===== src/rtl/dsc_pkg.sv =====
// dsc_pkg: shared constants and types of the dual switch channel control
package dsc_pkg;

  localparam int unsigned CLK_HZ          = 50_000_000;
  // wake-up time in microseconds, longest allowed
  localparam int unsigned WAKE_US         = 100;
  localparam int unsigned WAKE_CYCLES     = (WAKE_US * (CLK_HZ / 1_000_000));
  // overload fault delay per slew setting and for limit mode, in microseconds
  localparam int unsigned FAULT_US_SLEW1  = 10;
  localparam int unsigned FAULT_US_SLEW2  = 50;
  localparam int unsigned FAULT_US_LIMIT  = 10;
  localparam int unsigned FAULT_CYC_SLEW1 = (FAULT_US_SLEW1 * (CLK_HZ / 1_000_000));
  localparam int unsigned FAULT_CYC_SLEW2 = (FAULT_US_SLEW2 * (CLK_HZ / 1_000_000));
  localparam int unsigned FAULT_CYC_LIMIT = (FAULT_US_LIMIT * (CLK_HZ / 1_000_000));
  localparam int unsigned CNT_W           = 13;
  localparam int unsigned NCH             = 2;

  // how the output on command is formed
  typedef enum logic [1:0]
  {
    DSC_COMB_PIN = 2'h0,
    DSC_COMB_SER = 2'h1,
    DSC_COMB_OR  = 2'h2,
    DSC_COMB_AND = 2'h3
  } dsc_comb_t;

  typedef enum logic [1:0]
  {
    DSC_AWAKE  = 2'b00,
    DSC_ASLEEP = 2'b01,
    DSC_WAKING = 2'b10
  } dsc_pwr_t;

  // per-channel serial configuration
  typedef struct packed
  {
    dsc_comb_t input_combine_select;
    logic      slew_select;
    logic      limit_shutdown;
  } dsc_cfg_t;

  // per-channel analog fault inputs
  typedef struct packed
  {
    logic overcurrent;
    logic overtemp;
  } dsc_fault_t;

endpackage


===== src/rtl/dsc_sync.sv =====
// dsc_sync: three-stage synchroniser with agreement check
`timescale 1ns/10ps
`default_nettype none
module dsc_sync
  import dsc_pkg::*;
(
  input  wire logic clk,
  input  wire logic rst_n,
  input  wire logic din,
  output var  logic dout
);

  logic       s1;
  logic       s2;
  logic       s3;
  logic       next_dout;

  always_comb
  begin
    next_dout = dout;
    if (s2 == s3)
    begin
      next_dout = s3;
    end
  end

  always_ff @(posedge clk or negedge rst_n)
  begin
    if (!rst_n)
    begin
      s1   <= 1'b0;
      s2   <= 1'b0;
      s3   <= 1'b0;
      dout <= 1'b0;
    end
    else
    begin
      s1   <= din;
      s2   <= s1;
      s3   <= s2;
      dout <= next_dout;
    end
  end

endmodule
`default_nettype wire


===== src/rtl/dsc_ctrl.sv =====
// dsc_ctrl: sleep, output command and overload control of two low-side channels
`timescale 1ns/10ps
`default_nettype none
module dsc_ctrl
  import dsc_pkg::*;
(
  input  wire logic                 clk,
  input  wire logic                 rst_n,
  input  wire logic                 channel_one_input,
  input  wire logic                 channel_two_input,
  input  wire logic [NCH-1:0]       serial_channel_on_bit,
  input  wire logic                 serial_on_load,
  input  wire dsc_cfg_t [NCH-1:0]   cfg,
  input  wire logic                 cfg_load,
  input  wire logic                 sleep_cmd,
  input  wire logic                 wake_cmd,
  input  wire logic                 serial_diag,
  input  wire logic                 transfer_done,
  input  wire dsc_fault_t [NCH-1:0] fault,
  output logic                      channel_one_output,
  output logic                      channel_two_output,
  output logic [NCH-1:0]            slew_out,
  output logic [NCH-1:0]            overload_flag,
  output logic                      diag_enable,
  output logic                      asleep
);

  // ---------------------------------------------------------------
  // input synchronisers
  // ---------------------------------------------------------------
  logic [NCH-1:0] pin_raw;
  logic [NCH-1:0] pin;
  logic [NCH-1:0] oc;
  logic [NCH-1:0] ot;

  assign pin_raw = {channel_two_input, channel_one_input};

  genvar gi;
  generate
    for (gi = 0; gi < NCH; gi++)
    begin : g_sync
      dsc_sync u_pin (.clk(clk), .rst_n(rst_n), .din(pin_raw[gi]), .dout(pin[gi]));
      dsc_sync u_oc  (.clk(clk), .rst_n(rst_n), .din(fault[gi].overcurrent), .dout(oc[gi]));
      dsc_sync u_ot  (.clk(clk), .rst_n(rst_n), .din(fault[gi].overtemp), .dout(ot[gi]));
    end
  endgenerate

  // ---------------------------------------------------------------
  // power state
  // ---------------------------------------------------------------
  dsc_pwr_t         pwr;
  dsc_pwr_t         next_pwr;
  logic [CNT_W-1:0] wake_cnt;
  logic [CNT_W-1:0] next_wake_cnt;

  always_comb
  begin
    next_pwr      = pwr;
    next_wake_cnt = wake_cnt;
    case (pwr)
      DSC_AWAKE:
      begin
        if (sleep_cmd)
        begin
          next_pwr = DSC_ASLEEP;
        end
      end
      DSC_ASLEEP:
      begin
        if (wake_cmd)
        begin
          next_pwr      = DSC_WAKING;
          next_wake_cnt = CNT_W'(WAKE_CYCLES - 1);
        end
      end
      DSC_WAKING:
      begin
        if (sleep_cmd)
        begin
          next_pwr = DSC_ASLEEP;
        end
        else if (wake_cnt == '0)
        begin
          next_pwr = DSC_AWAKE;
        end
        else
        begin
          next_wake_cnt = wake_cnt - CNT_W'(1);
        end
      end
      default:
      begin
        next_pwr = DSC_AWAKE;
      end
    endcase
  end

  always_ff @(posedge clk or negedge rst_n)
  begin
    if (!rst_n)
    begin
      pwr      <= DSC_AWAKE;
      wake_cnt <= '0;
    end
    else
    begin
      pwr      <= next_pwr;
      wake_cnt <= next_wake_cnt;
    end
  end

  logic awake;
  assign awake       = (pwr == DSC_AWAKE);
  assign asleep      = (pwr != DSC_AWAKE);
  assign diag_enable = awake;

  // ---------------------------------------------------------------
  // configuration registers
  // ---------------------------------------------------------------
  dsc_cfg_t [NCH-1:0] cfg_q;
  dsc_cfg_t [NCH-1:0] next_cfg_q;
  logic [NCH-1:0]     ser_on;
  logic [NCH-1:0]     next_ser_on;

  always_comb
  begin
    next_cfg_q  = cfg_q;
    next_ser_on = ser_on;
    if (cfg_load)
    begin
      next_cfg_q = cfg;
    end
    if (serial_on_load)
    begin
      next_ser_on = serial_channel_on_bit;
    end
    if (sleep_cmd && awake)
    begin
      next_ser_on = '0;
    end
  end

  always_ff @(posedge clk or negedge rst_n)
  begin
    if (!rst_n)
    begin
      for (int i = 0; i < NCH; i++)
      begin
        cfg_q[i] <= '{input_combine_select: DSC_COMB_PIN, slew_select: 1'b0, limit_shutdown: 1'b1};
      end
      ser_on <= '0;
    end
    else
    begin
      cfg_q  <= next_cfg_q;
      ser_on <= next_ser_on;
    end
  end

  // ---------------------------------------------------------------
  // per-channel command, overload and output
  // ---------------------------------------------------------------
  logic [NCH-1:0]   cmd_on;
  logic [NCH-1:0]   latch;
  logic [NCH-1:0]   next_latch;
  logic [NCH-1:0]   flag;
  logic [NCH-1:0]   next_flag;
  logic [NCH-1:0]   drive;
  logic [NCH-1:0]   next_drive;
  logic [NCH-1:0]   fault_due;
  logic [CNT_W-1:0] fcnt [NCH];
  logic [CNT_W-1:0] next_fcnt [NCH];
  logic [CNT_W-1:0] fdelay [NCH];

  generate
    for (gi = 0; gi < NCH; gi++)
    begin : g_ch
      always_comb
      begin
        case (cfg_q[gi].input_combine_select)
          DSC_COMB_PIN: cmd_on[gi] = pin[gi];
          DSC_COMB_SER: cmd_on[gi] = ser_on[gi];
          DSC_COMB_OR:  cmd_on[gi] = pin[gi] | ser_on[gi];
          DSC_COMB_AND: cmd_on[gi] = pin[gi] & ser_on[gi];
          default:      cmd_on[gi] = pin[gi];
        endcase
      end

      assign fdelay[gi] = !cfg_q[gi].limit_shutdown ? CNT_W'(FAULT_CYC_LIMIT) :
                          cfg_q[gi].slew_select ? CNT_W'(FAULT_CYC_SLEW2) : CNT_W'(FAULT_CYC_SLEW1);
      assign fault_due[gi] = oc[gi] && drive[gi] && (fcnt[gi] >= fdelay[gi] - CNT_W'(1));

      always_comb
      begin
        next_fcnt[gi]  = '0;
        next_latch[gi] = latch[gi];
        next_flag[gi]  = flag[gi];
        if (oc[gi] && drive[gi] && awake && !fault_due[gi])
        begin
          next_fcnt[gi] = fcnt[gi] + CNT_W'(1);
        end
        if (!cmd_on[gi])
        begin
          next_latch[gi] = 1'b0;
        end
        if (!serial_diag && !oc[gi])
        begin
          next_flag[gi] = 1'b0;
        end
        if (serial_diag && transfer_done)
        begin
          if (!cfg_q[gi].limit_shutdown || !pin[gi])
          begin
            next_flag[gi] = 1'b0;
          end
        end
        if (fault_due[gi] && awake)
        begin
          next_flag[gi] = 1'b1;
          if (cfg_q[gi].limit_shutdown)
          begin
            next_latch[gi] = 1'b1;
          end
        end
        next_drive[gi] = awake && cmd_on[gi] && !ot[gi] && !next_latch[gi];
      end
    end
  endgenerate

  always_ff @(posedge clk or negedge rst_n)
  begin
    if (!rst_n)
    begin
      latch <= '0;
      flag  <= '0;
      drive <= '0;
      for (int i = 0; i < NCH; i++)
      begin
        fcnt[i] <= '0;
      end
    end
    else
    begin
      latch <= next_latch;
      flag  <= next_flag;
      drive <= next_drive;
      for (int i = 0; i < NCH; i++)
      begin
        fcnt[i] <= next_fcnt[i];
      end
    end
  end

  assign channel_one_output = drive[0];
  assign channel_two_output = drive[1];
  assign overload_flag      = flag;

  always_comb
  begin
    for (int i = 0; i < NCH; i++)
    begin
      slew_out[i] = cfg_q[i].slew_select;
    end
  end

  // cycles spent waking
  logic [CNT_W-1:0] wake_age;
  logic [CNT_W-1:0] next_wake_age;

  assign next_wake_age = (pwr == DSC_WAKING) ? wake_age + CNT_W'(1) : '0;

  always_ff @(posedge clk or negedge rst_n)
  begin
    if (!rst_n)
    begin
      wake_age <= '0;
    end
    else
    begin
      wake_age <= next_wake_age;
    end
  end
endmodule
`default_nettype wire


===== config.mk =====
export PLATFORM = sky130hd
export DESIGN_NAME = dsc_ctrl
export DESIGN_NICKNAME = d
export VERILOG_FILES = /design/src/rtl/dsc_pkg.sv /design/src/rtl/dsc_sync.sv /design/src/rtl/dsc_ctrl.sv
export SDC_FILE = /design/constraint.sdc
export NUM_CORES = 1
export LEC_CHECK = 0
export BUFFER_PORTS_ARGS = -buffer_cell sky130_fd_sc_hd__buf_2
export CAP_MARGIN = 0
export CORE_ASPECT_RATIO = 2
export CORE_MARGIN = 2
export CORE_UTILIZATION = 59
export CTS_CLUSTER_DIAMETER = 200
export DETAILED_ROUTE_END_ITERATION = 7
export GPL_TIMING_DRIVEN = 0
export PLACE_DENSITY = 0.79
export SETUP_SLACK_MARGIN = 0.5
export SYNTH_ARGS = -nofsm -noshare
export SYNTH_HDL_FRONTEND = slang
export SYNTH_SLANG_ARGS = --single-unit

===== constraint.sdc =====
create_clock -name clk -period 2.9 [get_ports clk]
set_input_delay 0.58 -clock clk [delete_from_list [all_inputs] [get_ports clk]]
set_output_delay 0.58 -clock clk [all_outputs]
set_load 0.02 [all_outputs]

Word level (Yosys, flattened, before mapping) --
Cells that the tools add are included. W data, S select, Z words.
Storage, ports and cells: output and inout bits 8, input bits 24, bits in registers 81
Cells by class: multiplexer cells 33, magnitude comparators 2, eq/ne operators 19, reductions and logical operators 44, bitwise logic cells 4, add/subtract/negate cells 5
Operator list (number):
- $mux W13 | 5
- $mux W12 | 4
- $add A13 B1 Y13 const B | 2
- $ge A13 B13 Y1 | 2
- $pmux W13 S2 | 1
- $sub A12 B1 Y13 const B | 2
- $logic_and A1 B1 Y1 | 20
- $mux W1 | 14
- $logic_not A1 Y1 | 13
- $logic_not A13 Y1 | 1
- $sub A13 B1 Y13 const B | 1
- $mux W2 | 6
- $eq A2 B2 Y1 const B | 5
- $ne A2 B2 Y1 const B | 4
- $pmux W1 S4 | 2
- $eq A1 B1 Y1 | 6
- $eq A2 B1 Y1 const B | 3
- $logic_not A2 Y1 | 3
- $pmux W2 S3 | 1
- $reduce_bool A2 Y1 | 3
- $reduce_and A4 Y1 | 1
- $ne A3 B3 Y1 const B | 1
- $reduce_and A3 Y1 | 1
- $and A1 B1 Y1 | 2
- other kinds (2) | 4

Longest topological paths before layout --
Gate-level depths: netlist of run 1.
depth after elaboration 9, mapped depth 8

Hierarchy --
From an unflattened synthesis of run 1, not the netlist that was laid out.
Second synthesis, totals: cells, all modules 320, area, all modules 3555.9 um^2
By module, submodules not included:
- dsc_ctrl | cells an instance 290, instances 1, area each 2887.8 um^2
- dsc_sync | cells an instance 5, instances 6, area each 111.4 um^2

Worst setup path after synthesis of run 1 --
No wires, ideal clock.
kind register to register, start point register cfg_q[4] (netlist name), end point register fcnt[10] (netlist name), period minus slack after synthesis 2.199 ns, stages on the path, launching flop included 8, arrival 2.080 ns, required time 2.782 ns, slack 0.701 ns, buffers on the path 1, cell sequence dfstp_2 > nand2_1 > ha_1 > or4b_2 > a311oi_1 > a21bo_2 > buf_6 > nor2_1
RTL lines:
- start: declaration | RTL line dsc_ctrl.sv:120 | dsc_cfg_t [NCH-1:0] cfg_q;
- start signal: indexed assignment | RTL line dsc_ctrl.sv:149 | cfg_q[i] <= '{input_combine_select: DSC_COMB_PIN, slew_select: 1'b0, limit_shutdown: 1'b1};
- start signal: assignment | RTL line dsc_ctrl.sv:155 | cfg_q <= next_cfg_q;
- end signal: indexed assignment | RTL line dsc_ctrl.sv:249 | fcnt[i] <= next_fcnt[i];
- end: declaration | RTL line dsc_ctrl.sv:171 | logic [CNT_W-1:0] fcnt [NCH];

==> results by group, run 1 <==
STA
  – RSZ-0062 raised after global routing: false
  – Period minus WS final: roughly 2.3 ns
  – Hold Violations, Final: 0
  – Max Fclk: about 0.44 GHz
  – Final Worst Setup Slack: between 0.6 and 0.7 ns
  – Setup_tns: 0 ns
  – Final setup skew: between 0.007 and 0.008 ns
  – Final Max Tran Viols: 0
  – Tcrit/Tclk final: 0.777
  – Slew headroom: 0.543
  – Least-Margin Pin Slew: around 0.68 ns
  – Final setup fails: 0

Yosys
  – Main area contributors after synthesis: dfrtp_1 (55%), xor2_1 (4.9%), nor2_1 (3.9%)
  – Synth top area share: 0.551
  – Flop and latch count out of synthesis: just over 80
  – Synth Cell Area: around 3600 µm²
  – Syn. warnings: 0
  – Post-synthesis sequential area ratio: 0.565
  – Commonest cells post-synth: dfrtp_1 (79), nor2_1 (37), nand2_1 (22)
  – Mean Syn Cell Area: roughly 11 µm²
  – Asr flop ratio synth: 1.00
  – Synthesized instance count: 318
  – Largest area contributor in the netlist: dfrtp_1
  – Syn Nets: 347
  – Top-count cell post-synth: dfrtp_1
  – Main synth FF type: dfrtp_1
  – Synth cell types: 58
  – Post-synth EDFFs: 0

Hold path
  – Worst hold path type: input port to async pin

Clock tree
  – Num CTS Buffers: 9
  – Clock Sinks: between 80 and 90
  – Clk Latency, worst-skew pair: approximately 0.34 ns
  – Clock Root Buffer: clkbuf_16
  – H-tree levels: 3
  – Hold buffers post-CTS: 0
  – Reg clk slew, reported paths: around 0.060 ns
  – CTS tree: built
  – Deepest clock path buffer count: 2

Worst setup path
  – CP Data Required Time: around 3.1 ns
  – Worst EP arrival: between 2 and 2.5 ns
  – Worst-path fanout max: 5
  – Crit path capture type: flip-flop
  – Worst setup SP type: flip-flop
  – CP Class: flip-flop to flip-flop

Final layout
  – Top reg by flops: fcnt
  – Reg area: a little over 2000 µm²
  – Max reg flops: 26
  – Area Growth Syn to Fin: 17.1%
  – Fillers: 430
  – Layout cell share with drive strength beyond 1: 0.224
  – Biggest regs: fcnt x26, wake_cnt x13, cfg_q x6
  – Diode count: 0
  – Final nets: about 400
  – Area of the multi-input gates: about 1500 µm²

Flow run
  – Max-cap violation count: 0

Floorplan
  – Die Wd: a little under 60 µm
  – Initial Util: 0.603
  – # rows: 40
  – IO Pins: 32
  – CORE AREA: 5960 µm²
  – Die Area: around 6800 µm²
  – Chip Height: 114 µm

Routing
  – Via count: 2587
  – Antenna Violating Nets Remaining: 0
  – DRC Markers: 0
  – Initial DRC count: just over 100
  – Final wirelength: a little over 7000 µm
  – Drt first pass iters: 4
  – Via density per instance: 5.97
  – WL/cell: 16.8 µm

Power and ir drop
  – Sw Ratio: 0.253
  – IR drop worst, VDD: 0.400 mV
  – Clock share of power: 0.425
  – Internal power: 1.90 mW
  – Combinational share of power: 0.091
  – Flop pwr share: 0.483
  – PD cells: just over 600 nW/µm²
  – Leakage power: 1.85 nW
  – Switching pwr: about 640 µW

Global route
  – Largest net degree at the start of global routing: 62
  – Gr ovfl total: 0
  – First-pass GRT wire length: 11800 µm
  – GRT Util Overall: 0.237
  – Initial antenna violation count: 0
  – Vias in the first global route: 2640

Run status
  – Status: finished, final reports clean

Placement
  – Gpl congestion: about 0.8
  – Dpl hpwl: 5010 µm
  – Pre-CTS WS: approximately 0.46 ns
  – Port buffer count: 30
## power by group through the flow
stage	Combinational, mW	Clock, mW	Sequential (mW)
finish	0.233	1.08	1.23
global route	0.258	1.15	1.24
detailed placement	0.220	0	1.25
global placement	0.207	0	1.25
floorplan	0.132	0	1.24
CTS	0.226	1.10	1.23
## cells by family (layout without fill, tap and decap cells)
family,count (synthesis),after routing,synth area share
AOI/OAI and AO/OA,48,48,0.0916
xor gates and xnor gates,22,22,0.0537
adders and majority gates,11,11,0.0341
buffers and inverters,16,68,0.0216
DFF,81,81,0.565
muxes,14,14,0.0422
and+or+nand+nor,126,126,0.192
## layer usage
layer,wire [µm],track usage,vias to the layer above
li1,-,-,1241
met1,2660,0.237,1297
met2,4260,0.436,37
met3,188,0.0599,12
met4,150,0.109,0
met5,0,0,-
## worst paths after layout
check / startpoint / slack, ns / end / cells after the start
max in group asynchronous: rst_n / 2.15 / cfg_q[4]$_DFFE_PN1P_ / 2
setup reg to reg: cfg_q[4]$_DFFE_PN1P_ / 0.65 / fcnt[9]$_DFF_PN0_ / 7
hold / removal: rst_n / 0.12 / g_sync[0].u_oc.dout$_DFFE_PN0N_ / 1
setup / recovery: cfg_q[4]$_DFFE_PN1P_ / 0.65 / fcnt[9]$_DFF_PN0_ / 7
hold reg to reg: g_sync[1].u_pin.s1$_DFF_PN0_ / 0.35 / g_sync[1].u_pin.s2$_DFF_PN0_ / 0
min in group clk: channel_one_input / 0.34 / g_sync[0].u_pin.s1$_DFF_PN0_ / 1
## worst max-delay path, stage by stage, from the launching register on
cell and delay [ns]:
dfstp_2 0.57, nand2_2 0.11, ha_4 0.28, or4b_4 0.46, a311oi_2 0.32, a21bo_2 0.23
buf_6 0.13, nor2_1 0.05
## metrics by stage
| stage | power, mW | cells | util | hold WS, ns | instance area [µm²] |
|---|---|---|---|---|---|
| 2_1_floorplan | 1.37 | 318 | - | 0.284 | 3590 |
| 3_3_place_gp | 1.46 | 411 | 0.641 | 0.333 | 3820 |
| 3_5_place_dp | 1.47 | 412 | 0.646 | 0.335 | 3850 |
| 4_1_cts | 2.56 | 429 | 0.697 | 0.123 | 4150 |
| 5_1_grt | 2.65 | 433 | 0.706 | 0.132 | 4200 |
| 6_report | 2.55 | 433 | 0.706 | 0.122 | 4200 |
## cell usage in the layout, fill, tap and decap left out, drive strengths merged, types with 2 or more instances in the layout
cell type and count:
a21oi 8, a22o 3, dfrtp 79, maj3 6
nor3 7, clkinv 2, o311ai 2, nand2b 4
xnor2 2, or3 5, xor2 20, clkbuf 16
o21ai 11, mux2i 5, nand3 14, nand4 6
a22oi 2, mux2 9, and4 7, inv 9
o21a 2, a31oi 4, nor2 37, dfstp 2
a21bo 2, o211ai 3, nor4b 3, and3 5
nand2 22, buf 41, or4 3, and2 4
o31ai 4, ha 5
## repair_timing
item                                   CTS  global route
pin swaps                                1             3
setup buffers                            1             3
gates resized for setup                  1             5
gates cloned                             0             1
setup endpoints to repair               11            26
endpoints found under the hold margin    0             0
## layout make-up
type,count,area share
Sequential cell,81,0.483
Clock inverter,6,0.0116
Multi-Input combinational cell,221,0.359
Timing Repair Buffer,36,0.0527
Inverter,5,0.00446
Buffer,11,0.0140
Clock buffer,10,0.0568
Tap cell,63,0.0188
No activity file was read; power rests on OpenSTA's default activity.
==> run 2: changes to the inputs <==
--- a/config.mk
+++ b/config.mk
@@ -9,11 +9,11 @@
 export CAP_MARGIN = 0
 export CORE_ASPECT_RATIO = 2
 export CORE_MARGIN = 2
-export CORE_UTILIZATION = 59
+export CORE_UTILIZATION = 53
 export CTS_CLUSTER_DIAMETER = 200
 export DETAILED_ROUTE_END_ITERATION = 7
 export GPL_TIMING_DRIVEN = 0
-export PLACE_DENSITY = 0.79
+export PLACE_DENSITY = 0.75
 export SETUP_SLACK_MARGIN = 0.5
 export SYNTH_ARGS = -nofsm -noshare
 export SYNTH_HDL_FRONTEND = slang
==> constraint.sdc (replaced) <==
create_clock -name clk -period 2.05 [get_ports clk]
set_input_delay 0.41 -clock clk [delete_from_list [all_inputs] [get_ports clk]]
set_output_delay 0.41 -clock clk [all_outputs]
set_load 0.02 [all_outputs]
==> run 2 against run 1 <==
  * The flow now finishes with violations (negative setup slack)
  * First-iteration DRC count up 43%
  * Via count up 3.9%
  * Total power up 45%
  * Flip-flop and latch count unchanged
  * Global-route usage down 0.65 points
  * Critical path depth unchanged
  * Non-clock buffer count up 24
  * Cell count up 11%
  * Final area up 13%
  * Critical path type unchanged
  * Largest power group unchanged
  * Highest routed layer unchanged
==> results by group, run 2 (synthesis gave the netlist of run 1 again) <==
Run status
  – Status: complete, but fails checks
  – Violated checks: negative setup slack

Routing
  – Final wirelength: ~8000 µm
  – Routed met2 length: 4750 µm
  – DR top layer: met4
  – Initial DRC count: 147
  – Drt first pass iters: 4
  – Antenna Violating Nets Remaining: 0
  – Via count: approximately 2700
  – Met1 WL: slightly above 3000 µm
  – DRC Markers: 0
  – WL/cell: 17.0 µm
  – Via density per instance: ~5.6
  – WL met3: between 200 and 250 µm

Worst setup path
  – CP top delay family: simple AND/OR/NAND/NOR gates
  – Worst path cell trace: nand2_4, ha_4, or4b_4, a311oi_4, a21bo_2, buf_6, nor2_1
  – Worst EP arrival: about 2.3 ns
  – CP Class: flip-flop to flip-flop
  – Worst setup SP type: flip-flop
  – Buf+Inv Stages, Crit Path: 1
  – CP Launch Point: cfg_q[4]$_DFFE_PN1P_
  – Timing endpoint of the critical path: fcnt[0]$_DFF_PN0_
  – Crit path capture type: flip-flop
  – CP peak stage delay: 0.55 ns
  – R2R depth: 7
  – Worst-path fanout max: 5
  – CP Data Required Time: 2.27 ns
  – Worst R2R End: fcnt[0]$_DFF_PN0_
  – FF-to-FF Start: cfg_q[4]$_DFFE_PN1P_
  – FF-to-FF setup slack: -0.05 ns
  – Cell depth of the worst setup path: 7
  – Slowest CP cell: dfstp_2

Final layout
  – Final nets: 418
  – Layout cell share with drive strength beyond 1: 0.393
  – Area Growth Syn to Fin: 32.9%
  – Biggest regs: fcnt x26, wake_cnt x13, cfg_q x6
  – Most common cell after layout, fill and taps aside: dfrtp_1
  – Top reg by flops: fcnt
  – Max reg flops: 26
  – Most frequent cells in the layout: dfrtp_1 (75), buf_2 (27), buf_4 (26)
  – Diode count: 0
  – Fillers: approximately 430
  – Design Area, Final: 4770 µm²

Global route
  – Largest net degree at the start of global routing: 57
  – Initial antenna violation count: 0
  – Vias in the first global route: 2834
  – First-pass GRT wire length: 13300 µm
  – GRT Util Overall: 0.231
  – Gr ovfl total: 0

Floorplan
  – Initial Util: 0.547
  – # rows: 42
  – IO Pins: 32
  – CORE AREA: 6570 µm²
  – Die Wd: 62.2 µm
  – Die Area: ~7500 µm²
  – Chip Height: ~120 µm

Clock tree
  – CTS tree: built
  – H-tree levels: 3
  – Deepest clock path buffer count: 2
  – Clock Sinks: between 80 and 90
  – Reg clk slew, reported paths: 0.06 ns
  – Clock Root Buffer: clkbuf_16
  – Num CTS Buffers: 9
  – Clk Latency, worst-skew pair: between 0.3 and 0.4 ns

STA
  – Final setup skew: ~0.0092 ns
  – Final Worst Setup Slack: -0.0478 ns
  – Max Fclk: 0.477 GHz
  – Least-Margin Pin Slew: 0.571 ns
  – RSZ-0062 raised after global routing: true
  – Slew headroom: 0.619
  – Setup_tns: -0.472 ns
  – Period minus WS final: 2.10 ns
  – Final setup fails: 12
  – Hold Violations, Final: 0
  – Tcrit/Tclk final: 1.02
  – Final Max Tran Viols: 0

Placement
  – Post-DP Area: roughly 4000 µm²
  – Port buffer count: 30
  – Gpl congestion: around 0.74
  – Dpl hpwl: approximately 5000 µm

Power and ir drop
  – Combinational share of power: 0.124
  – Tot Pwr: ~3.7 mW
  – IR drop worst, VDD: 0.783 mV
  – PD cells: slightly below 800 nW/µm²
  – Leakage power: between 2 and 2.5 nW
  – Switching pwr: ~940 µW
  – Clock share of power: 0.405
  – Internal power: 2.77 mW
  – Sw Ratio: 0.253
  – Flop pwr share: 0.471

Hold path
  – Worst hold path type: input port to flip-flop

Flow run
  – Max-cap violation count: 0
run 2: cell count changes in the layout (fill, tap and decap cells not counted), sizes merged:
| cell | delta |
|---|---|
| buf | +23 |
| clkbuf | +1 |
| clkinv | +1 |
| clkinvlp | +1 |
| dlygate4sd3 | +1 |
| inv | -3 |
run 2: how the worst min path moves through the flow:
stage | cells after the start | startpoint | to
final | 1 | fault[0] | g_sync[0].u_ot.s1$_DFF_PN0_
after CTS | 1 | channel_one_input | g_sync[0].u_pin.s1$_DFF_PN0_
after floorplan | 0 | rst_n | cfg_q[2]$_DFFE_PN0P_
after global placement | 0 | g_sync[0].u_oc.s1$_DFF_PN0_ | g_sync[0].u_oc.s2$_DFF_PN0_
after global routing | 1 | fault[1] | g_sync[0].u_oc.s1$_DFF_PN0_
after detailed placement | 0 | g_sync[1].u_ot.s1$_DFF_PN0_ | g_sync[1].u_ot.s2$_DFF_PN0_
run 2: metal layers:
layer | track usage | vias to the layer above
li1 | - | 1283
met1 | 0.238 | 1337
met2 | 0.436 | 52
met3 | 0.0530 | 15
met4 | 0.101 | 0
met5 | 0 | -
run 2: what timing repair did:
action                     in CTS  in global routing
hold endpoints to repair       25                  0
pin swaps                      15                  8
hold buffers                    1                  0
gates resized for setup        50                 23
setup endpoints to repair      47                 48
buffers inserted               18                  8
cloned                          2                  0
run 2: final cells by class:
cell class                 count  area [µm²]  share of cell area
clock buffer                  11         243              0.0509
timing repair buffer          60         432              0.0905
inverter                       5        21.3             0.00446
sequential                    81        2030               0.426
clock inverter                 5        38.8             0.00813
tap                           88         110              0.0231
buffer                        11        76.3              0.0160
multi-input combinational    221        1820               0.381
run 2: worst reg2reg max path, stage by stage, from the launching register on:
cell and delay, ns:
dfstp_2 0.55, nand2_4 0.06, ha_4 0.26, or4b_4 0.47, a311oi_4 0.25, a21bo_2 0.22
buf_6 0.13, nor2_1 0.04
run 2: stage by stage:
step           setup slack, ns  utilization  instances  hold WS, ns
2_1_floorplan          -0.0178            -        318        0.114
3_3_place_gp            -0.169        0.603        436        0.333
3_5_place_dp            -0.196        0.608        437        0.336
4_1_cts                -0.0451        0.702        474        0.162
5_1_grt                 -0.104        0.726        482        0.161
6_report               -0.0478        0.726        482        0.171
run 2: power groups by stage:
| stage | combinational (mW) | clock, mW | sequential (mW) |
|---|---|---|---|
| after floorplan | 0.203 | 0 | 1.76 |
| after global placement | 0.313 | 0 | 1.77 |
| after detailed placement | 0.327 | 0 | 1.77 |
| after CTS | 0.417 | 1.53 | 1.74 |
| after global routing | 0.499 | 1.60 | 1.75 |
| final | 0.458 | 1.50 | 1.74 |
